--- src/verilog/spi_port_pkg.sv ---
package spi_port_pkg;
   // =====================================================
   // Register byte addresses
   localparam logic [7:0] ADR_STATUS = 8'h00;
   localparam logic [7:0] ADR_CTRL1  = 8'h04;
   localparam logic [7:0] ADR_CTRL3  = 8'h08;
   localparam logic [7:0] ADR_BUF    = 8'h0C;
   localparam logic [7:0] ADR_RELOAD = 8'h10;
   localparam logic [7:0] ADR_FLAGS  = 8'h14;

   // =====================================================
   // Field positions
   localparam int ST_SMP  = 7;
   localparam int ST_CKE  = 6;
   localparam int ST_BF   = 0;
   localparam int C1_WRITE_COLLISION_FLAG = 7;
   localparam int C1_OV   = 6;
   localparam int C1_EN   = 5;
   localparam int C1_CKP  = 4;
   localparam int C3_BUFFER_OVERWRITE_ENABLE = 4;
   localparam int FL_IRQ  = 0;

   // =====================================================
   // Port mode codes, low nibble of control one
   localparam logic [3:0] MODE_DIV4   = 4'h0;
   localparam logic [3:0] MODE_DIV16  = 4'h1;
   localparam logic [3:0] MODE_DIV64  = 4'h2;
   localparam logic [3:0] MODE_TMR    = 4'h3;
   localparam logic [3:0] MODE_SLV_SS = 4'h4;
   localparam logic [3:0] MODE_SLV    = 4'h5;
   localparam logic [3:0] MODE_RELOAD = 4'hA;

   // =====================================================
   // Timing: half serial clock periods in core clocks
   localparam int         DIV_W      = 10;
   localparam logic [9:0] HALF_DIV4  = 10'h002;
   localparam logic [9:0] HALF_DIV16 = 10'h008;
   localparam logic [9:0] HALF_DIV64 = 10'h020;
   localparam logic [2:0] LAST_BIT   = 3'h7;
   localparam logic [3:0] BYTE_BITS  = 4'h8;

   // =====================================================
   // Reset values
   localparam logic [7:0] RST_STATUS = 8'h00;
   localparam logic [7:0] RST_CTRL1  = 8'h00;
   localparam logic [7:0] RST_CTRL3  = 8'h00;
   localparam logic [7:0] RST_RELOAD = 8'h00;

   typedef enum logic [1:0] {
      M_IDLE  = 2'b00,
      M_LEAD  = 2'b01,
      M_TRAIL = 2'b11,
      M_TAIL  = 2'b10
   } mstate_t;
endpackage : spi_port_pkg

--- src/verilog/spi_baud_gen.sv ---
`timescale 1ns/1ns
module spi_baud_gen
   import spi_port_pkg::*;
(
   input  wire logic       i_core_clk,
   input  wire logic       i_sys_rst,
   input  wire logic       i_run,
   input  wire logic [3:0] i_rate_sel,
   input  wire logic [7:0] i_reload,
   input  wire logic       i_timer_tick,
   output logic            o_tick
);
   typedef struct packed {
      logic [DIV_W-1:0] cnt;
      logic             tick;
   } baud_t;

   baud_t q;
   baud_t n;
   logic [DIV_W-1:0] half;

   // rate select
   function automatic logic [DIV_W-1:0] half_len(input logic [3:0] sel, input logic [7:0] rl);
      unique case (sel)
         MODE_DIV16:  half_len = HALF_DIV16;
         MODE_DIV64:  half_len = HALF_DIV64;
         MODE_RELOAD: half_len = {1'b0, rl, 1'b0} + {DIV_W{1'b0}} + HALF_DIV4;
         default:     half_len = HALF_DIV4;
      endcase
   endfunction : half_len

   always_comb begin
      n      = q;
      half   = half_len(i_rate_sel, i_reload);
      n.tick = 1'b0;
      if (!i_run) begin
         n.cnt = '0;
      end else if (i_rate_sel == MODE_TMR) begin
         // Each timer pulse is one half period: clock is timer rate over two
         n.tick = i_timer_tick;
      end else if (q.cnt >= half - 10'h001) begin
         n.cnt  = '0;
         n.tick = 1'b1;
      end else begin
         n.cnt = q.cnt + 10'h001;
      end
   end

   always_ff @(posedge i_core_clk or posedge i_sys_rst) begin
      if (i_sys_rst) begin
         q <= '0;
      end else begin
         q <= n;
      end
   end

   assign o_tick = q.tick;
endmodule : spi_baud_gen

--- src/verilog/spi_pin_edge.sv ---
`timescale 1ns/1ns
module spi_pin_edge (
   input  wire logic i_core_clk,
   input  wire logic i_sys_rst,
   input  wire logic i_sck,
   input  wire logic i_ss_n,
   output logic      o_sck_rise,
   output logic      o_sck_fall,
   output logic      o_ss_n
);
   // =====================================================
   // Pins are synchronous; one stage gives edge history
   logic sck_ff;
   logic ss_n_ff;

   always_ff @(posedge i_core_clk or posedge i_sys_rst) begin
      if (i_sys_rst) begin
         sck_ff  <= 1'b0;
         ss_n_ff <= 1'b1;
      end else begin
         sck_ff  <= i_sck;
         ss_n_ff <= i_ss_n;
      end
   end

   assign o_sck_rise = i_sck & ~sck_ff;
   assign o_sck_fall = ~i_sck & sck_ff;
   assign o_ss_n     = ss_n_ff;
endmodule : spi_pin_edge

--- src/verilog/spi_port_top.sv ---
// Decided for this implementation: the Wishbone interface to the registers and the address map.
`timescale 1ns/1ns
// Functional notes
// Eight-bit shift register sends one bit per clock, MSB first.
// Incoming bit enters LSB of same register; byte exchanged after eight clocks.
// Output changes on configured edge; input captured on the opposite edge.
// Control one bits 5:0 and status bits 7:6 set role, polarity, phase, rate.
// Sample phase bit picks middle or end of data output time.
// Enable bit takes the pins; clearing it stops the port for reconfiguration.
// Full byte copies to buffer, sets buffer full and port interrupt flag.
// Buffer write loads buffer and shift register together, no transmit buffering.
// Write during shifting is dropped and sets collision flag until cleared.
// Reading the data buffer clears buffer full.
// Master starts shifting as soon as the buffer is written.
// Master receive-only keeps shifting input and loads bytes with normal flags.
// Master rate is clock over 4, 16, 64, timer over two, or reload-based.
// With edge select set, first output bit is valid before first clock edge.
// Serial clock idle level follows clock polarity bit.
// External master holds clock at idle level before slave is enabled.
// Slave shifts on external clock and flags interrupt at last bit.
// Slave keeps working in sleep; completed byte raises wake interrupt.
// Daisy-chained slave resends received bits during the next clock group.
// Overwrite enable lets buffer take new bytes while old byte unread.
// Unselected slave ignores clock and data and does not drive output.
// Master stops clock and deselects when done; one slave at a time.
// In select mode, output driven only while select low; floats mid-byte.
// Select high in select mode or enable clear resets module and bit count.
// Software keeps sample phase bit clear in slave role.
// Master holds idle clock between bytes and gives exactly eight pulses.
// Idle write with collision flag clear completes without error flags.
module spi_port_top
   import spi_port_pkg::*;
(
   input  wire logic        i_core_clk,
   input  wire logic        i_sys_rst,
   input  wire logic        i_wb_cyc,
   input  wire logic        i_wb_stb,
   input  wire logic        i_wb_we,
   input  wire logic [7:0]  i_wb_adr,
   input  wire logic [3:0]  i_wb_sel,
   input  wire logic [31:0] i_wb_dat,
   output logic      [31:0] o_wb_dat,
   output logic             o_wb_ack,
   input  wire logic        i_sck,
   input  wire logic        i_ss_n,
   input  wire logic        i_sdi,
   input  wire logic        i_timer_two_out,
   output logic             o_sck,
   output logic             o_sck_oe,
   output logic             o_sdo,
   output logic             o_sdo_oe,
   output logic             o_port_irq_flag
);
   typedef struct packed {
      logic        input_sample_phase;
      logic        cke;
      logic        write_collision_flag;
      logic        ov;
      logic        en;
      logic        clock_idle_polarity;
      logic [3:0]  mode;
      logic        buffer_overwrite_enable;
      logic [7:0]  reload;
      logic [7:0]  dbuf;
      logic [7:0]  sr;
      logic        bf;
      logic        irq;
      logic [2:0]  cnt;
      logic        busy;
      logic        pend;
      mstate_t     ms;
      logic        sck;
      logic        sck_oe;
      logic        sdo;
      logic        sdo_oe;
      logic        ack;
      logic [31:0] rdat;
   } port_t;

   port_t q;
   port_t n;

   logic tick;
   logic rise;
   logic fall;
   logic ss_q_n;
   logic acc;
   logic wr;
   logic is_slave;
   logic ss_mode;
   logic slv_act;
   logic lead;
   logic trail;
   logic m_lead;
   logic m_trail;
   logic m_tail;
   logic late;
   logic sample_edge;
   logic out_edge;
   logic shift_now;
   logic done;
   logic buf_wr;
   logic buf_ok;
   logic [7:0] nsr;

   function automatic logic [7:0] read_mux(input logic [7:0] adr, input port_t s);
      unique case (adr)
         ADR_STATUS: read_mux = {s.input_sample_phase, s.cke, 5'h00, s.bf};
         ADR_CTRL1:  read_mux = {s.write_collision_flag, s.ov, s.en, s.clock_idle_polarity, s.mode};
         ADR_CTRL3:  read_mux = {3'h0, s.buffer_overwrite_enable, 4'h0};
         ADR_BUF:    read_mux = s.dbuf;
         ADR_RELOAD: read_mux = s.reload;
         ADR_FLAGS:  read_mux = {7'h00, s.irq};
         default:    read_mux = 8'h00;
      endcase
   endfunction : read_mux

   function automatic logic slave_mode(input logic [3:0] m);
      slave_mode = (m == MODE_SLV_SS) || (m == MODE_SLV);
   endfunction : slave_mode

   // =====================================================
   // Rate generator and pin edge history
   spi_baud_gen u_baud (
      .i_core_clk   (i_core_clk),
      .i_sys_rst    (i_sys_rst),
      .i_run        (q.ms != M_IDLE),
      .i_rate_sel   (q.mode),
      .i_reload     (q.reload),
      .i_timer_tick (i_timer_two_out),
      .o_tick       (tick)
   );

   spi_pin_edge u_edge (
      .i_core_clk (i_core_clk),
      .i_sys_rst  (i_sys_rst),
      .i_sck      (i_sck),
      .i_ss_n     (i_ss_n),
      .o_sck_rise (rise),
      .o_sck_fall (fall),
      .o_ss_n     (ss_q_n)
   );

   // =====================================================
   // Next-state logic
   always_comb begin
      n        = q;
      acc      = i_wb_cyc & i_wb_stb & ~q.ack;
      wr       = acc & i_wb_we & i_wb_sel[0];
      is_slave = slave_mode(q.mode);
      ss_mode  = q.mode == MODE_SLV_SS;
      // unselected slave idle
      slv_act  = q.en & is_slave & (~ss_mode | ~ss_q_n);
      m_lead   = tick & (q.ms == M_LEAD);
      m_trail  = tick & (q.ms == M_TRAIL);
      m_tail   = tick & (q.ms == M_TAIL);
      // external clock edges
      lead     = is_slave ? slv_act & (q.clock_idle_polarity ? fall : rise) : m_lead;
      trail    = is_slave ? slv_act & (q.clock_idle_polarity ? rise : fall) : m_trail;
      // end-of-bit sampling
      late        = ~is_slave & q.input_sample_phase;
      // opposite edges
      sample_edge = q.cke ? lead : trail;
      out_edge    = q.cke ? trail : lead;
      shift_now   = (sample_edge & ~late) | ((out_edge | m_tail) & q.pend);
      // MSB out, LSB in
      nsr         = shift_now ? {q.sr[6:0], i_sdi} : q.sr;
      done        = (trail & (q.cnt == LAST_BIT) & ~(late & ~q.cke)) | m_tail;

      n.ack  = acc;
      n.rdat = acc ? {24'h0000_00, read_mux(i_wb_adr, q)} : q.rdat;

      // Config writes first so hardware sets below win
      if (wr) begin
         unique case (i_wb_adr)
            ADR_STATUS: begin
               // phase and edge bits
               n.input_sample_phase = i_wb_dat[ST_SMP];
               n.cke = i_wb_dat[ST_CKE];
            end
            ADR_CTRL1: begin
               // role, polarity, rate
               n.write_collision_flag = i_wb_dat[C1_WRITE_COLLISION_FLAG];
               n.ov   = i_wb_dat[C1_OV];
               n.en   = i_wb_dat[C1_EN];
               n.clock_idle_polarity  = i_wb_dat[C1_CKP];
               n.mode = i_wb_dat[3:0];
            end
            ADR_CTRL3:  n.buffer_overwrite_enable   = i_wb_dat[C3_BUFFER_OVERWRITE_ENABLE];
            ADR_RELOAD: n.reload = i_wb_dat[7:0];
            ADR_FLAGS:  n.irq    = i_wb_dat[FL_IRQ];
            default:    n.rdat   = q.rdat;
         endcase
      end
      // read clears full
      if (acc && !i_wb_we && i_wb_adr == ADR_BUF) begin
         n.bf = 1'b0;
      end

      // Shift engine, shared by both roles
      n.sr = nsr;
      if (sample_edge & late) begin
         n.pend = 1'b1;
      end else if (shift_now) begin
         n.pend = 1'b0;
      end
      if (out_edge) begin
         n.sdo = nsr[7];
      end
      if (lead | trail) begin
         n.busy = 1'b1;
      end
      if (trail) begin
         n.cnt = q.cnt + 3'h1;
      end
      // eight pulses, idle between bytes
      if (m_lead) begin
         n.sck = ~q.clock_idle_polarity;
         n.ms  = M_TRAIL;
      end else if (m_trail) begin
         n.sck = q.clock_idle_polarity;
         if (q.cnt != LAST_BIT) begin
            n.ms = M_LEAD;
         end else begin
            n.ms = (late & ~q.cke) ? M_TAIL : M_IDLE;
         end
      end else if (m_tail) begin
         n.ms = M_IDLE;
      end
      // byte complete
      if (done) begin
         n.busy = 1'b0;
         n.cnt  = '0;
         n.bf   = 1'b1;
         n.irq  = 1'b1;
         // overwrite only when allowed
         if (!q.bf || q.buffer_overwrite_enable) begin
            n.dbuf = nsr;
         end else begin
            n.ov = 1'b1;
         end
         // received byte stays in shift register for next group
         n.sr = nsr;
      end

      buf_wr = wr & (i_wb_adr == ADR_BUF);
      // collision while shifting or flagged
      buf_ok = ~(q.busy | q.write_collision_flag | lead | trail | done | (q.ms != M_IDLE));
      if (buf_wr && !buf_ok) begin
         n.write_collision_flag = 1'b1;
      end
      // load buffer and shift register together
      if (buf_wr && buf_ok) begin
         n.dbuf = i_wb_dat[7:0];
         n.sr   = i_wb_dat[7:0];
         n.cnt  = '0;
         n.pend = 1'b0;
         // first bit ahead of first edge
         if (q.cke) begin
            n.sdo = i_wb_dat[7];
         end
         // master starts at once
         if (q.en && !is_slave) begin
            n.ms   = M_LEAD;
            n.busy = 1'b1;
         end
      end

      // disable or deselect resets the counter
      if (!q.en || (ss_mode && ss_q_n)) begin
         n.cnt  = '0;
         n.busy = 1'b0;
         n.pend = 1'b0;
         n.ms   = M_IDLE;
         if (ss_mode) begin
            n.sdo = n.sr[7];
         end
      end

      // idle clock level
      if (n.ms == M_IDLE) begin
         n.sck = n.clock_idle_polarity;
      end
      // pin ownership
      n.sck_oe = n.en & ~slave_mode(n.mode);
      n.sdo_oe = n.en & ~((n.mode == MODE_SLV_SS) & i_ss_n);
   end

   always_ff @(posedge i_core_clk or posedge i_sys_rst) begin
      if (i_sys_rst) begin
         q <= '0;
      end else begin
         q <= n;
      end
   end

   assign o_wb_dat        = q.rdat;
   assign o_wb_ack        = q.ack;
   assign o_sck           = q.sck;
   assign o_sck_oe        = q.sck_oe;
   assign o_sdo           = q.sdo;
   assign o_sdo_oe        = q.sdo_oe;
   assign o_port_irq_flag = q.irq;

   // =====================================================
   // Checks
   logic [3:0] lead_seen_ff;
   always_ff @(posedge i_core_clk or posedge i_sys_rst) begin
      if (i_sys_rst) begin
         lead_seen_ff <= '0;
      end else if (buf_wr && buf_ok) begin
         lead_seen_ff <= '0;
      end else if (m_lead) begin
         lead_seen_ff <= lead_seen_ff + 4'h1;
      end
   end
endmodule : spi_port_top

--- config.mk ---
export PLATFORM = sky130hd
export DESIGN_NAME = spi_port_top
export DESIGN_NICKNAME = d
export VERILOG_FILES = /design/src/verilog/spi_port_pkg.sv /design/src/verilog/spi_baud_gen.sv /design/src/verilog/spi_pin_edge.sv /design/src/verilog/spi_port_top.sv
export SDC_FILE = /design/constraint.sdc
export NUM_CORES = 1
export LEC_CHECK = 0
export BUFFER_PORTS_ARGS = -buffer_cell sky130_fd_sc_hd__buf_2
export CAP_MARGIN = 25
export CORE_MARGIN = 2
export CORE_UTILIZATION = 36
export CTS_BUF_LIST = sky130_fd_sc_hd__clkbuf_4 sky130_fd_sc_hd__clkbuf_8
export CTS_CLUSTER_DIAMETER = 30
export DETAILED_ROUTE_END_ITERATION = 10
export SLEW_MARGIN = 20
export SYNTH_ARGS = -nofsm -noshare
export SYNTH_HDL_FRONTEND = slang
export SYNTH_SLANG_ARGS = --single-unit
export TNS_END_PERCENT = 20
--- constraint.sdc ---
create_clock -name i_core_clk -period 5.77 [get_ports i_core_clk]
set_input_delay 0.8655 -clock i_core_clk [delete_from_list [all_inputs] [get_ports i_core_clk]]
set_output_delay 0.8655 -clock i_core_clk [all_outputs]
set_load 0.02 [all_outputs]
==> out/qor.yml, run 1 <==
outcome: "finished with violations"
violations: "design-rule violations"
mostFrequentLayoutCells: "dfrtp_1, nand2_1, buf_2, o21ai_0, nor2_1"
die_width_um: 113
io_buffers: 39
synthArstFlopShare: 1.00
antenna_cells: 0
synth_edf_count: 0
die_area_um2: 12800
arrival_ps: 4310
fin_util: 0.408
syn_area_per_cell_um2: 9.55
dpl.hpwl_mm: 7.10
path_max_fanout: 13
track_usage: 0.158
avgViaCountPerCell: 5.38
drc: 5
antenna_found_initial: 0
final.period_utilization: 0.697
drt_pass1_iterations: 8
finalPower_mw: 0.955
dp_slack_ps: 1720
startpoint_type: "flip-flop"
fin_crit_ps: 4020
slew_headroom: 0.500
post_drt_wl_per_cell_um: 15.4
r2r_slack_ps: 1750
tightest_slew_ps: 749
synth.cell_area_um2: 4290
cap_viol_max_count: 0
routed_wl_mm: 9.72
clk_pin_slew_ps: 70
n_fill_cell: 1139
place.gp.congestion: 0.806
synth_cells: 449
yosysTopAreaCell: "dfrtp_1"
synth_cell_types: 59
core_um2: 11500
rsz0062_at_grt: "false"
finalSetupViolations: 0
io_pins: 91
seq_area_frac_synth: 0.409
hold_path.class: "reg2reg"
ir_worst_vdd_mv: 0.116
max_freq_mhz: 249
start_util: 0.372
cts.sinks: 70
postCtsSetupRepairBufs: 0
final.setup.tns_ps: 0
grt_pass1_vias: 3190
cts_root_buf: "clkbuf_8"
worst_ep_required_time_ps: 6060
synthTopCellsByArea: "dfrtp_1, buf_4, mux2_2, ha_1, nand2_1"
power.density_nw_per_um2: 203
syn2layout_area_growth_pct: 9.66
mostFrequentLayoutCell: "dfrtp_1"
cts_tree: "built"
finalHoldViolCount: 0
ys_ff_latch: 70
slew_viol_final: 0
rows: 39
clkLatencyLatePin_ps: 360
grt_overflow: 0
chipHeight_um: 113
num-nets-final: 551
cts_made_buffers: 9
htree_num_levels: 3
worst-setup-path-type: "reg2reg"
skew_ps: 8.49
endpoint_kind: "flip-flop"
fin_ws_ps: 1750
grt_max_degree: 71
hold_buffers: 0
yosys_warnings: 0
post_route_cells_drive_above_1_share: 0.178
postCtsResizedCells: 0
grt_pass1_wl_mm: 16.1
synth_flop_cell: "dfrtp_1"
synth_top_area_frac: 0.403
ant_nets: 0
vias: 3393
leakagePower_nw: 2.24
drt-initial-drc-count: 249
clock_path_buffers: 2
-- stage by stage --
step	std cells	cell area, um2	hold slack (ps)
after floorplan	472	4370	451
after global placement	614	4480	467
after detailed placement	614	4480	481
after CTS	629	4670	497
after global routing	631	4700	527
final	631	4700	488
-- kinds of logic after synthesis --
kind of cell             count (synthesis)  share of synthesized area
AND/OR/NAND/NOR                        162                      0.205
AO/OA/AOI/OAI                          108                      0.171
flip-flops                              70                      0.409
buffers and inverters                   54                     0.0791
multiplexers                            27                     0.0677
adder cells (fa/ha/maj)                 14                     0.0409
XOR/XNOR                                13                     0.0266
other                                    1                   0.000875
-- registers in the layout, summed over array words and instances, names as in the netlist --
| name | flops |
|---|---|
| o_sdo | 1 |
| u_edge.o_ss_n | 1 |
| o_port_irq_flag | 1 |
| u_baud.o_tick | 1 |
| o_sck_oe | 1 |
| o_wb_dat | 8 |
| q | 43 |
| u_baud.q | 10 |
| u_edge.sck_ff | 1 |
| o_sdo_oe | 1 |
| o_wb_ack | 1 |
| o_sck | 1 |
-- cell usage after synthesis (6+ instances only) --
cell type / count
nand2_1: 43
inv_1: 10
a21oi_1: 14
ha_1: 14
and3_1: 12
clkbuf_1: 9
o21ai_0: 32
nor3b_1: 7
nor2_1: 25
dfrtp_1: 69
xor2_1: 7
mux2_2: 16
a31oi_1: 15
nand3_1: 23
mux2i_1: 11
and2_1: 11
nor3_1: 7
nor2b_1: 6
buf_4: 32
xnor2_1: 6
a222oi_1: 7
-- layout make-up --
class | count | area, um2 | area share
tap | 143 | 179 | 0.0381
clock inverter | 4 | 47.5 | 0.0101
multi-input combinational | 348 | 2280 | 0.485
timing repair buffer | 45 | 258 | 0.0548
clock buffer | 11 | 145 | 0.0309
sequential | 70 | 1750 | 0.373
inverter | 10 | 37.5 | 0.00798
-- worst max-delay path, cell delays in order (launching register included) --
cell	delay, ps
dfrtp_1	500
or2b_1	280
nor3b_1	530
nand2_1	150
ha_1	250
nand3_1	110
nor2_1	80
nand3_1	100
xnor2_1	120
ha_1	250
and3_1	180
a221oi_1	410
and3_1	510
and2_1	300
mux2_2	180
-- path summary, 6_finish.rpt --
| check | cells past startpoint | from | endpoint |
|---|---|---|---|
| hold reg to reg | 2 | o_wb_dat[4] | o_wb_dat[4] |
| hold / removal | 2 | o_wb_dat[4] | o_wb_dat[4] |
| setup / recovery | 14 | q[72] | u_baud.q[1] |
| min in group asynchronous | 3 | i_sys_rst | q[43] |
| max in group asynchronous | 4 | i_sys_rst | q[48] |
| setup reg to reg | 14 | q[72] | u_baud.q[1] |
-- power by group --
part           leakage (nW)  switching (mW)  internal, mW
registers             0.964         0.00331         0.494
clock network        0.0986           0.188         0.212
logic                  1.18          0.0417        0.0152
total                  2.24           0.233         0.722
-- per-layer routing --
layer	vias up	track usage	routed length, um
li1	1659	-	-
met1	1643	0.220	4500
met2	74	0.239	4600
met3	17	0.0364	406
met4	0	0.0610	208
met5	-	0	0
Note: power is estimated with default switching activity, not from simulation.
==> run 2: changes to the inputs <==
--- a/config.mk
+++ b/config.mk
@@ -5,6 +5,7 @@
 export SDC_FILE = /design/constraint.sdc
 export NUM_CORES = 1
 export LEC_CHECK = 0
+export ABC_AREA = 1
 export BUFFER_PORTS_ARGS = -buffer_cell sky130_fd_sc_hd__buf_2
 export CAP_MARGIN = 25
 export CORE_MARGIN = 2
==> constraint.sdc (replaced) <==
create_clock -name i_core_clk -period 4 [get_ports i_core_clk]
set_input_delay 0.6 -clock i_core_clk [delete_from_list [all_inputs] [get_ports i_core_clk]]
set_output_delay 0.6 -clock i_core_clk [all_outputs]
set_load 0.02 [all_outputs]
==> run 2 against run 1 <==
Compared with the run above:
- the flow now finishes without violations
- highest routed layer unchanged
- critical path type unchanged
- core utilization fell by 0.20 points
- global-route usage up 1.7 points
- critical endpoint is now u_baud.q[9]
- synthesized cell count increased by 29%
==> out/qor.yml, run 2 <==
outcome: "finished, final reports clean"
clkLatencyLatePin_ps: 370  # about the same
synth_edf_count: 0  # unchanged
yosysTopAreaCell: "dfrtp_1"
chipHeight_um: 116  # +2.3%
cts_made_buffers: 9  # unchanged
postCtsResizedCells: 0  # unchanged
slew_viol_final: 0  # unchanged
cp_slowest_cell: "dfrtp_1"
antenna_found_initial: 0  # unchanged
hold_path.class: "in2reg"
die_width_um: 116  # +2.3%
hold_buffers: 0  # unchanged
n_fill_cell: 1266  # +11%
vias: 3843  # +13%
routed_wl_mm: 10.9  # +12%
path_buf_inv: 5  # +5
track_usage: 0.175  # +0.0174
io_buffers: 39  # unchanged
clk_pin_slew_ps: 80  # about the same
slowest_delay_ps: 460  # -70 ps
synth_cells: 581  # +29%
fin_crit_ps: 3560  # -460 ps
place.gp.congestion: 0.881  # +9.3%
synthTopCellsByCount: "nand2_1, inv_1, dfrtp_1, nand3_1, o21ai_0"
finalHoldViolCount: 0  # unchanged
mostFrequentLayoutCell: "nand2_1"
leakagePower_nw: 2.49  # +11%
cts_root_buf: "clkbuf_8"
worst_ep_required_time_ps: 4240  # -1820 ps
yosys_warnings: 0  # unchanged
post_route_cells_drive_above_1_share: 0.159  # -0.0191
seq_area_frac_synth: 0.390  # -0.0189
num-nets-final: 684  # +24%
ir_worst_vdd_mv: 0.166  # +44%
multi_input_comb_area_um2: 2260  # -0.93%
final.setup.tns_ps: 0  # unchanged
dpl.hpwl_mm: 8.47  # +19%
synth_flop_cell: "dfrtp_1"
synth_top_area_frac: 0.384  # -0.0186
startpoint_type: "flip-flop"
start_util: 0.371  # -0.00116
drt_pass1_iterations: 5  # -3
postCtsSetupRepairBufs: 0  # unchanged
cts.sinks: 70  # unchanged
crit_family: "simple AND/OR/NAND/NOR gates"
clock_path_buffers: 2  # unchanged
crit_chain: "nor2_1, inv_1, nor3_1, inv_1, nand2_1, o21ai_1, inv_1, ha_1, nand2_1, nor2_1, nand3_1, nand3b_1, xnor2_1, inv_1, ha_1, nand2_1, nor2_1, nand3b_1, nand3_1, inv_1, a32o_1"
final.period_utilization: 0.890  # +0.193
cts_tree: "built"
rsz0062_at_grt: "false"
grt_max_degree: 71  # unchanged
slew_headroom: 0.394  # -0.106
synthArstFlopShare: 1.00  # unchanged
path_max_fanout: 7  # -6
synth_cell_types: 41  # -31%
ant_nets: 0  # unchanged
cap_viol_max_count: 0  # unchanged
power.density_nw_per_um2: 290  # +43%
syn2layout_area_growth_pct: 9.46
area.sequential_um2: 1750  # unchanged
post_drt_wl_per_cell_um: 13.8  # -10%
htree_num_levels: 3  # unchanged
tightest_slew_ps: 909  # +160 ps
worst-setup-path-type: "reg2reg"
rows: 40  # +2.6%
ys_ff_latch: 70  # unchanged
skew_ps: 16.2  # +7.73 ps
core_um2: 12100  # +5.2%
drc: 0  # -5
syn_area_per_cell_um2: 7.74  # -19%
drt-initial-drc-count: 226  # -9.2%
grt_pass1_wl_mm: 18.4  # +14%
antenna_cells: 0  # unchanged
grt_pass1_vias: 3752  # +18%
max_freq_mhz: 281  # +13%
top_register: "q"
arrival_ps: 3800  # -510 ps
io_pins: 91  # unchanged
mostFrequentLayoutCells: "nand2_1, inv_1, dfrtp_1, nand3_1"
largest_reg_flops: 43  # unchanged
hold_ws_ps: 357  # -131 ps
finalSetupViolations: 0  # unchanged
grt_overflow: 0  # unchanged
endpoint_kind: "flip-flop"
die_area_um2: 13400  # +4.7%
avgViaCountPerCell: 4.86  # -9.5%
synthTopCellsByArea: "dfrtp_1, nand2_1, nand3_1, inv_1, buf_4"
yosysMostFrequentCell: "nand2_1"
path_common_cell: "inv_1"
synth.cell_area_um2: 4500  # +4.8%
-- run 2: changes by cell type after synthesis, sizes merged, moves of 8 or more --
cell / previous run / this run
nand2: 43 / 134
inv: 10 / 78
nand3: 23 / 71
nor2: 25 / 48
mux2: 16 / 0
and3: 12 / 0
and2: 11 / 0
mux2i: 11 / 0
clkbuf: 9 / 1
nor3b: 8 / 0
-- run 2: through the flow --
step | utilization | setup slack, ps | instances | area [um2] | power, mW
floorplan | - | 1010 | 604 | 4580 | 0.825
global placement | 0.390 | 582 | 774 | 4720 | 0.842
detailed placement | 0.390 | 496 | 774 | 4720 | 0.844
CTS | 0.406 | 467 | 790 | 4920 | 1.45
global route | 0.406 | 60.3 | 790 | 4920 | 1.48
finish | 0.406 | 441 | 790 | 4920 | 1.43
-- run 2: logic make-up after synthesis --
| group | count (synthesis) | share of synthesized area |
|---|---|---|
| flip-flops | 70 | 0.390 |
| XOR/XNOR | 11 | 0.0214 |
| AO/OA/AOI/OAI | 89 | 0.124 |
| AND/OR/NAND/NOR | 280 | 0.298 |
| adder cells (fa/ha/maj) | 14 | 0.0390 |
| buffers and inverters | 116 | 0.126 |
| other | 1 | 0.000834 |
-- run 2: per-layer routing --
metal	track usage	vias up	wire length [um]
li1	-	1952	-
met1	0.235	1780	5250
met5	0	-	0
met4	0.0603	0	208
met3	0.0335	16	426
met2	0.286	95	5020
-- run 2: path summary, 6_finish.rpt --
path,cells after the start,endpoint,slack [ps],startpoint
setup / recovery,21,u_baud.q[9],440,q[74]
hold / removal,1,u_edge.o_ss_n,360,i_ss_n
setup reg to reg,21,u_baud.q[9],440,q[74]
hold reg to reg,1,o_wb_ack,470,o_wb_ack
max in group asynchronous,3,q[37],2910,i_sys_rst
min in group asynchronous,3,u_baud.q[10],490,i_sys_rst
-- run 2: cell type report --
| type | count | share of cell area |
|---|---|---|
| clock buffers | 10 | 0.0267 |
| clock inverters | 6 | 0.0142 |
| inverters | 78 | 0.0595 |
| multi-input cells | 418 | 0.459 |
| flip-flops and latches | 70 | 0.356 |
| well taps | 168 | 0.0427 |
| repair buffers | 40 | 0.0412 |
-- run 2: worst register-to-register path, cell delays in order, from the launching register on --
cell and delay [ps]:
dfrtp_1 460, nor2_1 110, inv_1 60, nor3_1 250
inv_1 70, nand2_1 60, o21ai_1 100, inv_1 80
ha_1 170, nand2_1 60, nor2_1 190, nand3_1 140
nand3b_1 190, xnor2_1 140, inv_1 60, ha_1 290
nand2_1 70, nor2_1 140, nand3b_1 100, nand3_1 250
inv_1 180, a32o_1 280
-- run 2: report_power, final --
group	internal [mW]	switching [mW]	total, mW	leakage [nW]
combinational	0.0279	0.0790	0.107	1.43
sequential	0.716	0.00541	0.722	0.950
clock	0.301	0.299	0.599	0.105
total	1.04	0.383	1.43	2.49
==> run 3: changes to the inputs <==
==> constraint.sdc (replaced) <==
create_clock -name i_core_clk -period 4 [get_ports i_core_clk]
set_input_delay 0.8 -clock i_core_clk [delete_from_list [all_inputs] [get_ports i_core_clk]]
set_output_delay 0.8 -clock i_core_clk [all_outputs]
set_load 0.02 [all_outputs]
==> run 3 against run 2 <==
Compared with the run above:
- clock skew is 3.4 ps lower
- core utilization is 0.083 points higher
- maximum frequency is 1.1% lower
- clock-buffer cell count is 1 higher
- final cell count is 0.13% higher
- routed wire length is 2.0% higher
- die area stayed put
- setup slack worse by 39 ps
- largest cell class unchanged
- largest power group unchanged
- highest routed layer unchanged
==> out/qor.yml, run 3 (same netlist as run 2, synthesis figures left out) <==
outcome: "finished, final reports clean"
swShare: 0.262  # -0.00665
placed_area_um2: 4730  # +0.16%
syn2layout_area_growth_pct: 9.69
grt_pass1_wl_mm: 18.5  # +0.34%
clkPwrFrac: 0.420  # about the same
arrival_ps: 3840  # +40 ps
postCtsResizedCells: 0  # unchanged
area.sequential_um2: 1750  # unchanged
path_max_fanout: 7  # unchanged
htree_num_levels: 3  # unchanged
die_width_um: 116  # unchanged
clock_path_buffers: 2  # unchanged
drt-initial-drc-count: 306  # +35%
tightest_slew_ps: 802  # -107 ps
antenna_cells: 0  # unchanged
startpoint_type: "flip-flop"
leakagePower_nw: 2.49  # about the same
postCtsSetupRepairBufs: 0  # unchanged
chipHeight_um: 116  # unchanged
worst_ep_required_time_ps: 4240  # about the same
cts_tree: "built"
top_register: "q"
io_pins: 91  # unchanged
n_fill_cell: 1248  # -1.4%
power.density_nw_per_um2: 290  # about the same
design_area_um2: 4930  # +0.20%
hold_ws_ps: 310  # -47.2 ps
cts_root_buf: "clkbuf_8"
core_um2: 12100  # unchanged
cts_made_buffers: 9  # unchanged
final.period_utilization: 0.900  # +0.00967
rsz0062_at_grt: "false"
endpoint_kind: "flip-flop"
fin_crit_ps: 3600  # +38.7 ps
num-nets-final: 685  # +0.15%
post_drt_wl_per_cell_um: 14.1  # +1.9%
hold_buffers: 0  # unchanged
clk_pin_slew_ps: 80  # about the same
final.setup.tns_ps: 0  # unchanged
cts.sinks: 70  # unchanged
mostFrequentLayoutCells: "nand2_1, inv_1, dfrtp_1, nand3_1"
fin_util: 0.407  # +0.000826
largest_reg_flops: 43  # unchanged
cap_viol_max_count: 0  # unchanged
grt_pass1_vias: 3756  # +0.11%
start_util: 0.371  # unchanged
multi_input_comb_area_um2: 2260  # unchanged
dpl.hpwl_mm: 8.67  # +2.4%
place.gp.congestion: 0.875  # -0.64%
clkLatencyLatePin_ps: 360  # about the same
vias: 3951  # +2.8%
antenna_found_initial: 0  # unchanged
rows: 40  # unchanged
grt_overflow: 0  # unchanged
max_freq_mhz: 278  # -1.1%
routed_wl_mm: 11.1  # +2.0%
drc: 0  # unchanged
mostFrequentLayoutCell: "nand2_1"
finalHoldViolCount: 0  # unchanged
p_comb_frac: 0.076  # about the same
slew_headroom: 0.464  # +0.0695
skew_ps: 12.8  # -3.44 ps
die_area_um2: 13400  # unchanged
io_buffers: 39  # unchanged
seqPwrFrac: 0.504  # about the same
slew_viol_final: 0  # unchanged
hold_path.class: "in2async"
p_int_mw: 1.06  # +1.2%
avgViaCountPerCell: 4.99  # +2.7%
finalSetupViolations: 0  # unchanged
p_sw_mw: 0.375  # -2.2%
ir_worst_vdd_mv: 0.191  # +15%
worst-setup-path-type: "reg2reg"
track_usage: 0.176  # +0.000574
grt_max_degree: 41  # -42%
drt_pass1_iterations: 5  # unchanged
ant_nets: 0  # unchanged
post_route_cells_drive_above_1_share: 0.161  # +0.00135
run 3: changes by cell type in the layout (fill, tap and decap cells not counted):
cell        before  now
buf_4            1    2
clkbuf_8         9   10
clkinv_4         2    1
clkinvlp_4       0    2
inv_6            2    0
run 3: metal layers:
| layer | routed length (um) | track usage |
|---|---|---|
| met1 | 5170 | 0.238 |
| met2 | 5160 | 0.279 |
| met3 | 612 | 0.0439 |
| met4 | 174 | 0.0563 |
| met5 | 0 | 0 |
run 3: power groups by stage:
stage	Sequential (mW)	Combinational, mW	Clock, mW
after floorplan	0.738	0.0876	0
after global placement	0.735	0.108	0
after detailed placement	0.735	0.109	0
after CTS	0.722	0.109	0.622
after global routing	0.723	0.122	0.646
final	0.722	0.109	0.601
run 3: final cells by class:
| type | instances | share of cell area |
|---|---|---|
| tap | 168 | 0.0426 |
| multi-input combinational | 418 | 0.459 |
| sequential | 70 | 0.355 |
| inverter | 78 | 0.0594 |
| clock buffer | 11 | 0.0294 |
| timing repair buffer | 41 | 0.0426 |
| clock inverter | 5 | 0.0119 |
run 3: worst max-delay path, stage by stage, from the launching register on:
cell	delay [ps]
dfrtp_1	460
nor2_1	110
inv_1	50
nor3_1	240
inv_1	80
nand2_1	60
o21ai_1	100
inv_1	80
ha_1	170
nand2_1	60
nor2_1	190
nand3_1	150
nand3b_1	220
xnor2_1	160
inv_1	60
ha_1	290
nand2_1	70
nor2_1	150
nand3b_1	90
nand3_1	250
inv_1	170
a32o_1	280
run 3: metrics by stage:
stage,cells,power [mW],setup slack (ps)
2_1_floorplan,604,0.825,1010
3_3_place_gp,775,0.843,574
3_5_place_dp,775,0.845,453
4_1_cts,791,1.45,419
5_1_grt,791,1.49,42.4
6_report,791,1.43,402
run 3: path summary, 6_finish.rpt:
kind | start | endpoint | slack (ps) | depth (start not counted)
max | q[74] | u_baud.q[9] | 400 | 21
min | i_sys_rst | u_baud.q[7] | 310 | 2
max reg2reg | q[74] | u_baud.q[9] | 400 | 21
min reg2reg | o_wb_ack | o_wb_ack | 470 | 1
max in group asynchronous | i_sys_rst | u_edge.o_ss_n | 2950 | 3
min in group i_core_clk | o_wb_ack | o_wb_ack | 470 | 1
